**config.mk**
```make
export PLATFORM = sky130hd
export DESIGN_NAME = peo_top
export DESIGN_NICKNAME = d
export VERILOG_FILES = /design/src/logic/peo_pkg.sv /design/src/logic/peo_if.sv /design/src/logic/peo_pin_ctrl.sv /design/src/logic/peo_top.sv
export SDC_FILE = /design/constraint.sdc
export NUM_CORES = 1
export LEC_CHECK = 0
export BUFFER_PORTS_ARGS = -buffer_cell sky130_fd_sc_hd__buf_2
export CAP_MARGIN = 5
export CORE_MARGIN = 4
export CORE_UTILIZATION = 40
export DETAILED_ROUTE_END_ITERATION = 10
export PLACE_DENSITY = 0.75
export SLEW_MARGIN = 0
export SYNTH_ARGS = -nofsm -noshare
export SYNTH_HDL_FRONTEND = slang
export SYNTH_SLANG_ARGS = --single-unit
```
**constraint.sdc**
```tcl
create_clock -name i_clock -period 2.35 [get_ports i_clock]
set_clock_uncertainty 0.15 [all_clocks]
set_input_delay 0.47 -clock i_clock [delete_from_list [all_inputs] [get_ports i_clock]]
set_output_delay 0.47 -clock i_clock [all_outputs]
set_load 0.02 [all_outputs]
```
**src/logic/peo_pkg.sv**
```systemverilog
// package: register map, field positions and widths for the port E / pin option block
package peo_pkg;
    localparam int ADDR_W = 8;
    localparam int DATA_W = 32;
    localparam int E_W = 5;
    localparam int A_W = 8;
    localparam int C_W = 2;
    localparam int D_W = 6;
    // byte addresses; the option register sits at word index 0x1D, so four times that
    localparam logic [7:0] PIN_OPTION_CONTROL_IDX = 8'h1D;
    localparam logic [ADDR_W-1:0] ADDR_OPTION = 8'h74;
    localparam logic [ADDR_W-1:0] ADDR_E_DATA = 8'h20;
    localparam logic [ADDR_W-1:0] ADDR_E_DIR = 8'h24;
    localparam logic [ADDR_W-1:0] ADDR_USB_CTRL = 8'h28;
    localparam logic [ADDR_W-1:0] ADDR_DIR_AC = 8'h2C;
    // option register fields
    localparam int OPT_LOW_E_PU = 7;
    localparam int OPT_LED_SINK = 6;
    localparam int OPT_IR_SINK = 5;
    localparam int OPT_E4_PU = 4;
    localparam int OPT_E3_PU = 3;
    localparam int OPT_C_PU = 2;
    localparam int OPT_A_PU = 0;
    localparam logic [7:0] OPT_WMASK = 8'hFD;
    localparam logic [7:0] OPT_RESET = 8'h00;
    localparam logic [E_W-1:0] E_DIR_RESET = 5'h00;
    localparam logic [E_W-1:0] E_LATCH_RESET = 5'h00;
    localparam logic [A_W-1:0] A_DIR_RESET = 8'h00;
    localparam logic [C_W-1:0] C_DIR_RESET = 2'h0;
    // fields of the direction register for ports A and C
    localparam int DIR_A_LSB = 0;
    localparam int DIR_C_LSB = 8;
    localparam int USB_EN_BIT = 0;
    localparam int E4 = 4;
    localparam int E3 = 3;
    localparam logic [1:0] RESP_OKAY = 2'h0;
    localparam logic [1:0] RESP_SLVERR = 2'h2;
    typedef enum logic [1:0] {
        PEO_W_IDLE = 2'b00,
        PEO_W_RESP = 2'b01
    } peo_wstate_t;
endpackage

```
**src/logic/peo_if.sv**
```systemverilog
// interface: register values passed from the bus slave to the pin logic
interface peo_regs_if;
    logic [7:0] option;
    logic [peo_pkg::E_W-1:0] e_dir;
    logic [peo_pkg::E_W-1:0] e_latch;
    logic [peo_pkg::A_W-1:0] a_dir;
    logic [peo_pkg::C_W-1:0] c_dir;
    logic usb_en;
    modport regs (output option, e_dir, e_latch, a_dir, c_dir, usb_en);
    modport pins (input option, e_dir, e_latch, a_dir, c_dir, usb_en);
endinterface

```
**src/logic/peo_pin_ctrl.sv**
```systemverilog
// pin control: buffers, pull-ups and sink-strength selects, all registered
module peo_pin_ctrl (
    input wire logic i_clock,
    input wire logic i_reset,
    peo_regs_if.pins regs,
    input wire logic [peo_pkg::D_W-1:0] i_d_dir,
    output logic [peo_pkg::E_W-1:0] o_e_out,
    output logic [peo_pkg::E_W-1:0] o_e_oe_n,
    output logic [peo_pkg::E_W-1:0] o_e_pullup,
    output logic [peo_pkg::A_W-1:0] o_a_pullup,
    output logic [peo_pkg::C_W-1:0] o_c_pullup,
    output logic [peo_pkg::D_W-1:0] o_d_high_sink,
    output logic o_usb_owns_e43
);
    logic [peo_pkg::E_W-1:0] e_gp_pu;
    logic [peo_pkg::E_W-1:0] usb_mask;

    always_comb begin
        usb_mask = '0;
        usb_mask[peo_pkg::E4] = regs.usb_en;
        usb_mask[peo_pkg::E3] = regs.usb_en;
        e_gp_pu = {peo_pkg::E_W{regs.option[peo_pkg::OPT_LOW_E_PU]}};
        e_gp_pu[peo_pkg::E4] = regs.option[peo_pkg::OPT_E4_PU] & ~regs.e_dir[peo_pkg::E4]
            & ~regs.usb_en;
        e_gp_pu[peo_pkg::E3] = regs.option[peo_pkg::OPT_E3_PU] & ~regs.e_dir[peo_pkg::E3]
            & ~regs.usb_en;
    end

    always_ff @(posedge i_clock) begin
        if (i_reset) begin
            o_e_out <= '0;
            o_e_oe_n <= '1;
            o_e_pullup <= '0;
            o_usb_owns_e43 <= 1'b0;
        end else begin
            o_e_out <= regs.e_latch;
            // usb transceiver takes e4/e3, so the general buffer lets go
            o_e_oe_n <= ~(regs.e_dir & ~usb_mask);
            o_e_pullup <= e_gp_pu;
            o_usb_owns_e43 <= regs.usb_en;
        end
    end

    always_ff @(posedge i_clock) begin
        if (i_reset) begin
            o_a_pullup <= '0;
            o_c_pullup <= '0;
        end else begin
            o_a_pullup <= {peo_pkg::A_W{regs.option[peo_pkg::OPT_A_PU]}}
                & ~regs.a_dir;
            o_c_pullup <= {peo_pkg::C_W{regs.option[peo_pkg::OPT_C_PU]}}
                & ~regs.c_dir;
        end
    end

    // high sink only acts on pins driven as outputs; otherwise standard open-drain
    always_ff @(posedge i_clock) begin
        if (i_reset) begin
            o_d_high_sink <= '0;
        end else begin
            o_d_high_sink[5:2] <= {4{regs.option[peo_pkg::OPT_LED_SINK]}}
                & i_d_dir[5:2];
            o_d_high_sink[1:0] <= {2{regs.option[peo_pkg::OPT_IR_SINK]}}
                & i_d_dir[1:0];
        end
    end
endmodule

```
**src/logic/peo_top.sv**
```systemverilog
// top: AXI4-Lite register slave for port E data/direction and the pin option register
module peo_top (
    input wire logic i_clock,
    input wire logic i_reset,
    input wire logic [peo_pkg::ADDR_W-1:0] i_awaddr,
    input wire logic i_awvalid,
    output logic o_awready,
    input wire logic [peo_pkg::DATA_W-1:0] i_wdata,
    input wire logic [3:0] i_wstrb,
    input wire logic i_wvalid,
    output logic o_wready,
    output logic [1:0] o_bresp,
    output logic o_bvalid,
    input wire logic i_bready,
    input wire logic [peo_pkg::ADDR_W-1:0] i_araddr,
    input wire logic i_arvalid,
    output logic o_arready,
    output logic [peo_pkg::DATA_W-1:0] o_rdata,
    output logic [1:0] o_rresp,
    output logic o_rvalid,
    input wire logic i_rready,
    input wire logic [peo_pkg::E_W-1:0] i_e_pin,
    input wire logic [peo_pkg::D_W-1:0] i_d_dir,
    output logic [peo_pkg::E_W-1:0] o_e_out,
    output logic [peo_pkg::E_W-1:0] o_e_oe_n,
    output logic [peo_pkg::E_W-1:0] o_e_pullup,
    output logic [peo_pkg::A_W-1:0] o_a_pullup,
    output logic [peo_pkg::C_W-1:0] o_c_pullup,
    output logic [peo_pkg::D_W-1:0] o_d_high_sink,
    output logic o_usb_owns_e43
);
    peo_regs_if regs ();

    logic [7:0] option_q;
    logic [peo_pkg::E_W-1:0] e_direction_reg_q;
    logic [peo_pkg::E_W-1:0] e_data_latch_q;
    logic [peo_pkg::A_W-1:0] a_dir_q;
    logic [peo_pkg::C_W-1:0] c_dir_q;
    logic usb_module_enable_q;

    logic aw_held_q;
    logic [peo_pkg::ADDR_W-1:0] aw_addr_q;
    logic w_held_q;
    logic [peo_pkg::DATA_W-1:0] w_data_q;
    logic [3:0] w_strb_q;
    peo_pkg::peo_wstate_t wstate_q;
    logic do_write;
    logic wr_hit;
    logic [peo_pkg::DATA_W-1:0] rd_word;
    logic rd_hit;

    // write address and data accepted independently, in either order
    always_ff @(posedge i_clock) begin
        if (i_reset) begin
            aw_held_q <= 1'b0;
            aw_addr_q <= '0;
            w_held_q <= 1'b0;
            w_data_q <= '0;
            w_strb_q <= '0;
        end else begin
            if (i_awvalid && o_awready) begin
                aw_held_q <= 1'b1;
                aw_addr_q <= i_awaddr;
            end else if (do_write) begin
                aw_held_q <= 1'b0;
            end
            if (i_wvalid && o_wready) begin
                w_held_q <= 1'b1;
                w_data_q <= i_wdata;
                w_strb_q <= i_wstrb;
            end else if (do_write) begin
                w_held_q <= 1'b0;
            end
        end
    end

    assign do_write = aw_held_q && w_held_q && (wstate_q == peo_pkg::PEO_W_IDLE);

    always_comb begin
        case (aw_addr_q)
            peo_pkg::ADDR_OPTION,
            peo_pkg::ADDR_E_DATA,
            peo_pkg::ADDR_E_DIR,
            peo_pkg::ADDR_USB_CTRL,
            peo_pkg::ADDR_DIR_AC: wr_hit = 1'b1;
            default: wr_hit = 1'b0;
        endcase
    end

    always_ff @(posedge i_clock) begin
        if (i_reset) begin
            wstate_q <= peo_pkg::PEO_W_IDLE;
            o_bvalid <= 1'b0;
            o_bresp <= peo_pkg::RESP_OKAY;
            o_awready <= 1'b0;
            o_wready <= 1'b0;
        end else begin
            o_awready <= !aw_held_q && !(i_awvalid && o_awready);
            o_wready <= !w_held_q && !(i_wvalid && o_wready);
            case (wstate_q)
                peo_pkg::PEO_W_IDLE: begin
                    if (do_write) begin
                        wstate_q <= peo_pkg::PEO_W_RESP;
                        o_bvalid <= 1'b1;
                        o_bresp <= wr_hit ? peo_pkg::RESP_OKAY : peo_pkg::RESP_SLVERR;
                    end
                end
                peo_pkg::PEO_W_RESP: begin
                    if (i_bready) begin
                        wstate_q <= peo_pkg::PEO_W_IDLE;
                        o_bvalid <= 1'b0;
                    end
                end
                default: begin
                    wstate_q <= peo_pkg::PEO_W_IDLE;
                    o_bvalid <= 1'b0;
                end
            endcase
        end
    end

    // register stores; only byte lane 0 (and lane 1 for the A/C direction word) matter
    always_ff @(posedge i_clock) begin
        if (i_reset) begin
            option_q <= peo_pkg::OPT_RESET;
            e_direction_reg_q <= peo_pkg::E_DIR_RESET;
            e_data_latch_q <= peo_pkg::E_LATCH_RESET;
            a_dir_q <= peo_pkg::A_DIR_RESET;
            c_dir_q <= peo_pkg::C_DIR_RESET;
            usb_module_enable_q <= 1'b0;
        end else if (do_write) begin
            case (aw_addr_q)
                peo_pkg::ADDR_OPTION:
                    if (w_strb_q[0]) option_q <= w_data_q[7:0] & peo_pkg::OPT_WMASK;
                peo_pkg::ADDR_E_DATA:
                    // latch written whatever the direction bit holds
                    if (w_strb_q[0]) e_data_latch_q <= w_data_q[peo_pkg::E_W-1:0];
                peo_pkg::ADDR_E_DIR:
                    if (w_strb_q[0]) e_direction_reg_q <= w_data_q[peo_pkg::E_W-1:0];
                peo_pkg::ADDR_USB_CTRL:
                    if (w_strb_q[0]) usb_module_enable_q <= w_data_q[peo_pkg::USB_EN_BIT];
                peo_pkg::ADDR_DIR_AC: begin
                    if (w_strb_q[0]) a_dir_q <= w_data_q[peo_pkg::DIR_A_LSB +: peo_pkg::A_W];
                    if (w_strb_q[1]) c_dir_q <= w_data_q[peo_pkg::DIR_C_LSB +: peo_pkg::C_W];
                end
                default: ;
            endcase
        end
    end

    // read mux: per bit, latch for outputs, pin level for inputs
    always_comb begin
        rd_word = '0;
        rd_hit = 1'b1;
        case (i_araddr)
            peo_pkg::ADDR_OPTION: rd_word[7:0] = option_q;
            peo_pkg::ADDR_E_DATA:
                rd_word[peo_pkg::E_W-1:0] = (e_direction_reg_q & e_data_latch_q)
                    | (~e_direction_reg_q & i_e_pin);
            peo_pkg::ADDR_E_DIR: rd_word[peo_pkg::E_W-1:0] = e_direction_reg_q;
            peo_pkg::ADDR_USB_CTRL: rd_word[peo_pkg::USB_EN_BIT] = usb_module_enable_q;
            peo_pkg::ADDR_DIR_AC: begin
                rd_word[peo_pkg::DIR_A_LSB +: peo_pkg::A_W] = a_dir_q;
                rd_word[peo_pkg::DIR_C_LSB +: peo_pkg::C_W] = c_dir_q;
            end
            default: rd_hit = 1'b0;
        endcase
    end

    always_ff @(posedge i_clock) begin
        if (i_reset) begin
            o_arready <= 1'b0;
            o_rvalid <= 1'b0;
            o_rdata <= '0;
            o_rresp <= peo_pkg::RESP_OKAY;
        end else begin
            o_arready <= 1'b0;
            if (o_rvalid) begin
                if (i_rready) o_rvalid <= 1'b0;
            end else if (i_arvalid && !o_arready) begin
                // pin level sampled at acceptance; one read in flight at most
                o_arready <= 1'b1;
                o_rvalid <= 1'b1;
                o_rdata <= rd_word;
                o_rresp <= rd_hit ? peo_pkg::RESP_OKAY : peo_pkg::RESP_SLVERR;
            end
        end
    end

    assign regs.option = option_q;
    assign regs.e_dir = e_direction_reg_q;
    assign regs.e_latch = e_data_latch_q;
    assign regs.a_dir = a_dir_q;
    assign regs.c_dir = c_dir_q;
    assign regs.usb_en = usb_module_enable_q;

    peo_pin_ctrl u_pins (
        .i_clock(i_clock),
        .i_reset(i_reset),
        .regs(regs),
        .i_d_dir(i_d_dir),
        .o_e_out(o_e_out),
        .o_e_oe_n(o_e_oe_n),
        .o_e_pullup(o_e_pullup),
        .o_a_pullup(o_a_pullup),
        .o_c_pullup(o_c_pullup),
        .o_d_high_sink(o_d_high_sink),
        .o_usb_owns_e43(o_usb_owns_e43)
    );
endmodule

```
Yosys cells after proc, flatten, opt, wreduce, memory -nomap -nowiden:

Cells that the tools add are included.

* flip-flop bits (word level): 103
* word-level logic and storage cells: 108
* output and inout bits: 73
* input bits: 70

* equal/unequal tests: 13
* multiplexer cells: 20
* bitwise operators: 21
* reduce and logical (&&, ||, !) cells: 27

Operators by type and width (number)
* equality test 8 x 6 -> 1 bit, second input constant: 8
* AND reduction 3 bit: 6
* equality test 8 x 7 -> 1 bit, second input constant: 2
* one-hot mux 4 bit (4 select lines): 1
* bitwise AND 5 bit: 3
* inverter 5 bit: 3
* 2-to-1 mux 1 bit: 10
* 2-to-1 mux 2 bit: 5
* OR reduction 5 bit: 2
* bitwise AND 8 bit: 1
* inverter 8 bit: 1
* logical AND 1 bit: 7
* one-hot mux 3 bit (2 select lines): 1
* AND reduction 2 bit: 3
* zero test 1 bit: 5
* bitwise OR 5 bit: 1
* one-hot mux 1 bit (5 select lines): 1
* bitwise AND 1 bit: 4
* bitwise AND 2 bit: 2
* bitwise AND 4 bit: 1
* inequality test 2 bit, second input constant: 2
* inverter 1 bit: 4
* one-hot mux 2 bit (2 select lines): 1
* nonzero test 2 bit: 2
* 5 further kinds: 5

Longest topological paths before layout:

Gate-level depths: netlist of run 1.

* depth in word-level cells: 4
* gate-level depth with buffers: 5
* mapped depth without buffers: 4

Cells and area by module:

Synthesis of run 1 repeated with hierarchy kept, for this count alone.

* cells, all modules: 396
* area, all modules: 3786.1 um^2

Modules (own cells, without submodules)
* peo_top: area each 2924.1 um^2, instances 1, sequential area each 1341.3 um^2, cells each 331
* peo_pin_ctrl: area each 862.1 um^2, instances 1, sequential area each 600.6 um^2, cells each 65

Least setup slack after synthesis of run 1:

OpenSTA, ideal clock, no wires.

* path kind: input -> register
* from: in i_araddr[1] (netlist name)
* to: reg o_rdata[5] (netlist name)
* setup time: 0.078 ns
* data required time: 2.122 ns
* path buffers: 1
* setup slack: 0.435 ns
* stages: 5
* arrival: 1.687 ns
* cell sequence: or4b_4 -> buf_6 -> nor4_4 -> a221oi_1 -> nor3_1

* longest elaborated chain between the ends: 2
* elaborated cells on any way between the ends: 3
* those cells by class: eq/ne: 2; mux: 1

RTL lines
* from (decl): line peo_top.sv:15 `input wire logic [peo_pkg::ADDR_W-1:0] i_araddr,`
* equality test 8 x 6 -> 1 bit / equality test 8 x 7 -> 1 bit (equally long branches): line peo_top.sv:155 `case (i_araddr)`
* one-hot mux 3 bit (2 select lines) (*): line peo_top.sv:155
* to (signal assigned): line peo_top.sv:184 `o_rdata <= rd_word;`
* to (decl): line peo_top.sv:18 `output logic [peo_pkg::DATA_W-1:0] o_rdata,`

Every way passes the cells marked *; elsewhere a longest branch is shown, timed or not.
A chain may end at the register's enable or synchronous reset.

Worst setup path after layout of run 1:

* from: reg aw_addr_q[2] (netlist name)
* to: reg option_q[4]

* longest elaborated chain between the ends: 2

RTL lines
* from (decl): line peo_top.sv:42 `logic [peo_pkg::ADDR_W-1:0] aw_addr_q;`
* from (signal assigned): line peo_top.sv:63 `aw_addr_q <= i_awaddr;`
* equality test 8 x 7 -> 1 bit: line peo_top.sv:132 `case (aw_addr_q)`
* AND reduction 3 bit (no source line)
* to (signal assigned): line peo_top.sv:125 `option_q <= peo_pkg::OPT_RESET;`
* to (signal assigned): line peo_top.sv:134 `if (w_strb_q[0]) option_q <= w_data_q[7:0] & peo_pkg::OPT_WMASK;`
* to (decl): line peo_top.sv:34 `logic [7:0] option_q;`

Every way passes these cells.

==> reports/qor.txt, run 1 <==
Sequential area share after synthesis - 51.6%
Count of pins over their slew limit - 0
TritonCTS clock tree - done
Ratio of cells with drive above 1 in the final layout - 24.8%
Sequential Power Share - 53.5%
Setup crit end kind - flip-flop
Sw power - 0.800 mW
# H-tree levels - 3
Total global-route track usage - 14.9%
Total grt overflow - 0
Leading cell types by count after synthesis - dfxtp_1, nand2_1, nor2_1
First-pass GRT wire length - 13200 um
CTS Buffer Depth - 2
Req. time, crit path - 2440 ps
Post-cts hold buffer count - 0
Highest routing layer actually used - met4
Yosys top cell area share - 51.6%
Largest cells by area after synthesis - dfxtp_1, mux2i_1, buf_4, nand2_1, nor2_1
Leak - 2.05 nW
Post-synth EDFFs - 0
Final hold viol count - 0
Clk root buf - clkbuf_8
Die Y-Extent - 105 um
Post-CTS Resized - 0
ANT cells - 0
Fraction of registers with async set/reset - 0%
Fmax - 0.481 GHz
Peak VDD IR - 0.310 mV
Flop and latch count out of synthesis - 97
M1 WL - 3640 um
Count of cell types in the netlist - 44
RSZ-0062 raised after global routing - false
Post-Syn Area per Cell - 9.37 um2
Yosys warnings - 0
Crit path DAT - 2170 ps
Startpoint Class - flip-flop
Antenna viol nets, final - 0
P per Cell Area - 713 nW/um2
Run status - finished clean
WL met2 - 3860 um
Port Buf Inserts - 94
Largest net degree at the start of global routing - 44
Row cnt - 35
Initial antenna violation count - 0
Max_cap viols - 0
Die W - 105 um
Drc violations - 0
Clock Latency Late Sink - 360 ps
Met3 wire length - 704 um
Vias in the first global route - 2803
Total power - 3.18 mW
CP Max Fanout - 8
Wirelength per Cell - 13.7 um
Clk slew on worst S/H paths - 100 ps
Core Region - 9200 um2
Post-route setup TNS - 0 ps
Crit path time final - 2080 ps
Mapped Cells - 402
Comb power frac - 7.4%
Via/cell ratio - 4.87
Final Cycle Share - 88.5%
Clock tree sinks - 97
Die area - 11000 um2
Cell Chain, Critical Path - nor4b_1 -> and3_1 -> mux2i_1 -> nor2_1
Internal power - 2.38 mW
Boundary pin count - 143
DRT Pass-1 Iters - 5
Total CTS buffers - 9
Switching part of the total - 25.2%
Mapped Area - 3770 um2
Slew headroom - 58.3%
Critical Path Max Stage Delay - 560 ps
Initial Utilization - 41.0%
Detailed Route WL - 8320 um
Nets - 560
Setup repair bufs after CTS - 0
Vias post-DR - 2949
Most common cell in the netlist - dfxtp_1
CP max stage cell - and3_1
Largest area contributor in the netlist - dfxtp_1
DP Wirelength - 6170 um
WS Path Type - reg -> reg
Top_reg_cell synth - dfxtp_1
# setup viols final - 0
Clock Power Share - 39.1%
Area Growth Syn to Fin - 18.3%
Worst-Margin Slew - 617 ps
Minimum setup slack among reg-to-reg paths - 270 ps
Global placement routability congestion - 0.818
Worst Hold Class - in -> reg
Number of DRC markers in iteration 0 - 127
-- final cells by class --
type                       count  area [um2]
inverter                       2        7.51
multi-input combinational    280        1620
clock inverter                 7         109
tap                          111         139
clock buffer                   9         124
sequential                    97        1940
fill                         916        4740
timing repair buffer         100         515
-- registers in the layout, summed over array words and instances (netlist names), 3 cells and up --
register              count
u_pins.o_e_pullup         3
w_data_q                 10
u_pins.o_e_out            5
aw_addr_q                 8
u_pins.o_e_oe_n           5
o_rdata                  10
option_q                  7
e_direction_reg_q         5
a_dir_q                   8
u_pins.o_a_pullup         8
e_data_latch_q            5
u_pins.o_d_high_sink      6
-- routing by layer --
layer / vias up / track usage [%]
met5: - / 0
met4: 0 / 5.62
met3: 12 / 5.06
met2: 106 / 24.0
met1: 1339 / 18.6
li1: 1492 / -
-- cells by family after synthesis --
family          count (synthesis)  share of synthesized area [%]
simple gates                  172                           23.8
flops                          97                           51.6
mux                            32                           8.87
compound gates                 52                           7.97
buf+inv                        48                           7.74
other cells                     1                         0.0996
-- through the flow --
| step | hold WS (ps) | std cells | cell area, um2 | util (%) | worst slack, ps |
|---|---|---|---|---|---|
| final | 147 | 606 | 4460 | 48.4 | 271 |
| after global routing | 136 | 606 | 4460 | 48.4 | 135 |
| after CTS | 137 | 606 | 4460 | 48.4 | 304 |
| after detailed placement | 263 | 590 | 4220 | 45.9 | 273 |
| after global placement | 265 | 590 | 4220 | 45.9 | 281 |
| after floorplan | 245 | 425 | 3850 | - | 435 |
-- path summary, 6_finish.rpt --
path | start | end | cells past startpoint
worst max-delay path | aw_addr_q[2] | option_q[4] | 4
worst min-delay path | i_d_dir[3] | u_pins.o_d_high_sink[3] | 2
worst max register to register | aw_addr_q[2] | option_q[4] | 4
worst min register to register | e_direction_reg_q[1] | u_pins.o_e_oe_n[1] | 1
-- power groups by stage --
| stage | Clock (mW) | Sequential (mW) | Combinational (mW) |
|---|---|---|---|
| 2_1_floorplan | 0 | 1.75 | 0.173 |
| 3_3_place_gp | 0 | 1.74 | 0.229 |
| 3_5_place_dp | 0 | 1.74 | 0.233 |
| 4_1_cts | 1.28 | 1.70 | 0.234 |
| 5_1_grt | 1.34 | 1.71 | 0.258 |
| 6_report | 1.24 | 1.70 | 0.234 |
-- cells in the final DEF (no fill, tap or decap), drive strengths merged --
cell type and instances:
a211oi 3, or3 1, nor2b 10, clkinv 1
nand4 4, inv 6, a311oi 1, nor2 47
a31oi 1, nor4b 5, o31ai 2, nand2b 8
nand3 10, nand2 52, or4b 1, o31a 1
bufinv 2, nor3 8, dfxtp 97, nor4 2
and2 8, mux4 1, a22o 1, nand3b 2
conb 24, and4bb 1, a221oi 4, clkbuf 9
mux2i 30, mux2 1, or3b 4, and3b 3
and3 2, nor3b 2, a21oi 31, buf 100
o21ai 8, and4b 2
-- critical path: cells and delay by family, from the launching register on --
kind	cells	cell delay (ps)
muxes	1	240
DFF	1	420
and+or+nand+nor	3	1150
No activity file was read; power rests on OpenSTA's default activity.
==> inputs of run 2 (changes only) <==
--- a/config.mk
+++ b/config.mk
@@ -14,4 +14,5 @@
 export SLEW_MARGIN = 0
 export SYNTH_ARGS = -nofsm -noshare
 export SYNTH_HDL_FRONTEND = slang
+export SYNTH_HIERARCHICAL = 1
 export SYNTH_SLANG_ARGS = --single-unit
==> reports/qor.txt, run 2 <==
Run status - finished clean
Wirelength per Cell - 13.8 um (+0.37%)
Count of cell types in the netlist - 44 (unchanged)
Most frequent cells in the layout - dfxtp_1, buf_2, nand2_1
Drc violations - 0 (unchanged)
DRT Pass-1 Iters - 4 (-1)
Area Growth Syn to Fin - 18.9%
Via/cell ratio - 4.81 (-1.2%)
Minimum setup slack among reg-to-reg paths - 520 ps (+250 ps)
RSZ-0062 raised after global routing - false
Total CTS buffers - 9 (unchanged)
Hold path depth - 3 (+1)
Req. time, crit path - 2430 ps (about the same)
TritonCTS clock tree - done
Largest net degree at the start of global routing - 41 (-6.8%)
Number of DRC markers in iteration 0 - 99 (-22%)
ANT cells - 0 (unchanged)
WS Path Type - reg -> reg
Yosys top cell area share - 51.3% (-0.27 points)
Initial Utilization - 41.0% (about the same)
Crit path buffers/inverters - 0 (unchanged)
Worst Hold Endpoint - aw_addr_q[4]
Detailed Route WL - 8540 um (+2.7%)
Post-route setup TNS - 0 ps (unchanged)
Largest regs - o_rdata: 10 flops, w_data_q: 10 flops
# H-tree levels - 3 (unchanged)
Row cnt - 35 (unchanged)
Die area - 11100 um2 (+0.50%)
Internal power - 2.39 mW (+0.61%)
Sequential area share after synthesis - 51.3% (-0.27 points)
# setup viols final - 0 (unchanged)
Nets - 556 (-0.71%)
Hold path startpoint - i_awaddr[4]
Peak VDD IR - 0.357 mV (+15%)
Clk slew on worst S/H paths - 90 ps (about the same)
Vias post-DR - 2980 (+1.1%)
Sw power - 0.737 mW (-7.9%)
CP Max Fanout - 8 (unchanged)
Leak - 2.12 nW (+3.6%)
Die W - 105 um (+0.25%)
Cell Chain, Critical Path - nor4b_4 -> nand4_2 -> mux2i_1 -> nor2_1
Total grt overflow - 0 (unchanged)
Post-Syn Area per Cell - 9.56 um2 (+2.1%)
Die Y-Extent - 105 um (+0.25%)
Clock Power Share - 37.6% (-1.5 points)
Most common cell after layout, fill and taps aside - dfxtp_1
Reg2Reg Depth - 4 (unchanged)
Family with the most delay on the worst path - simple AND/OR/NAND/NOR gates
Sequential Power Share - 54.5% (+1.0 points)
Total global-route track usage - 15.6% (+0.67 points)
CP max stage cell - nand4_2
Largest area contributor in the netlist - dfxtp_1
Worst Hold Class - in -> reg
Critical Path Max Stage Delay - 430 ps (-130 ps)
Initial antenna violation count - 0 (unchanged)
Switching part of the total - 23.6% (-1.6 points)
Clock tree sinks - 97 (unchanged)
Yosys warnings - 6 (+6)
Crit Reg-Reg Startpoint - aw_addr_q[4]
Final Cycle Share - 78.0% (-10 points)
Slew headroom - 63.5% (+5.2 points)
Max_cap viols - 0 (unchanged)
Vias in the first global route - 2943 (+5.0%)
Mapped Area - 3790 um2 (+0.53%)
P per Cell Area - 694 nW/um2 (-2.6%)
Filler Cell Count - 883 (-3.6%)
Endpoint of the worst register-to-register path - a_dir_q[4]
Global placement routability congestion - 0.818 (about the same)
Core Region - 9240 um2 (+0.48%)
Clk root buf - clkbuf_8
Fraction of registers with async set/reset - 0% (unchanged)
Comb power frac - 7.9% (+0.5 points)
Boundary pin count - 143 (unchanged)
Final Util - 48.7% (+0.28 points)
Leading cell types by count after synthesis - dfxtp_1, nand2_1, nor2_1
Post-cts hold buffer count - 0 (unchanged)
Count of pins over their slew limit - 0 (unchanged)
DP Wirelength - 6420 um (+4.1%)
Fmax - 0.545 GHz (+13%)
Hold WS - 189 ps (+41.6 ps)
Reg area - 1940 um2 (unchanged)
Worst-Margin Slew - 548 ps (-69.0 ps)
Setup crit end kind - flip-flop
Most common cell in the netlist - dfxtp_1
Post-CTS Resized - 0 (unchanged)
Post-synth EDFFs - 0 (unchanged)
CTS Buffer Depth - 2 (unchanged)
Flop and latch count out of synthesis - 97 (unchanged)
Mapped Cells - 396 (-1.5%)
Setup repair bufs after CTS - 0 (unchanged)
Startpoint Class - flip-flop
Antenna viol nets, final - 0 (unchanged)
Clock Latency Late Sink - 360 ps (about the same)
Port Buf Inserts - 94 (unchanged)
Area of the multi-input gates - 1640 um2 (+1.5%)
First-pass GRT wire length - 13900 um (+4.7%)
Top_reg_cell synth - dfxtp_1
Crit path DAT - 1910 ps (-260 ps)
Largest cells by area after synthesis - dfxtp_1, mux2i_1, buf_4, nand2_1, a21oi_1
Crit path time final - 1830 ps (-246 ps)
Final hold viol count - 0 (unchanged)
Ratio of cells with drive above 1 in the final layout - 24.6% (-0.20 points)
[run 2: worst min-delay path, stage by stage]
cell	delay (ps)
buf_2	90
nand2_1	40
a21oi_1	50
[run 2: layer usage]
metal	share of wire (%)	wire length, um	track usage, %	vias to the layer above
li1	-	-	-	1482
met5	0	0	0	-
met3	7.6	646	4.96	10
met2	47	4010	25.5	111
met4	1.1	92	5.44	0
met1	44	3790	19.4	1377
[run 2: stage by stage]
step	cells	worst slack [ps]	instance area [um2]	power [mW]
finish	620	517	4500	3.13
global route	620	312	4500	3.25
CTS	620	519	4500	3.16
detailed placement	604	222	4280	1.99
global placement	604	257	4280	1.98
floorplan	419	458	3870	1.93
[run 2: final cells by class]
type / instances / area share, %
sequential: 97 / 43.1
tap: 129 / 3.58
clock inverter: 4 / 1.69
clock buffer: 12 / 3.22
inverter: 4 / 0.333
multi-input combinational: 275 / 36.5
timing repair buffer: 99 / 11.6
[run 2: cells by family (layout without fill, tap and decap cells)]
| group | Yosys count | count (layout) | synth area share [%] |
|---|---|---|---|
| simple gates | 164 | 164 | 24.1 |
| other cells | 1 | 24 | 0.0990 |
| buf+inv | 47 | 119 | 7.60 |
| compound gates | 58 | 58 | 9.22 |
| flops | 97 | 97 | 51.3 |
| mux | 29 | 29 | 7.67 |
[run 2: power by group through the flow]
stage	combinational, mW	sequential (mW)	clock [mW]
2_1_floorplan	0.176	1.75	0
3_3_place_gp	0.243	1.74	0
3_5_place_dp	0.247	1.74	0
4_1_cts	0.248	1.70	1.20
5_1_grt	0.276	1.71	1.26
6_report	0.248	1.70	1.18
[run 2: worst max path at each step]
stage	from	endpoint	depth (start not counted)
after floorplan	i_araddr[7]	o_rdata[1]	4
after global placement	i_araddr[7]	o_rdata[5]	5
after detailed placement	i_araddr[7]	o_rdata[7]	5
after CTS	aw_addr_q[4]	a_dir_q[2]	4
after global routing	aw_addr_q[4]	a_dir_q[1]	4
final	aw_addr_q[4]	a_dir_q[4]	4
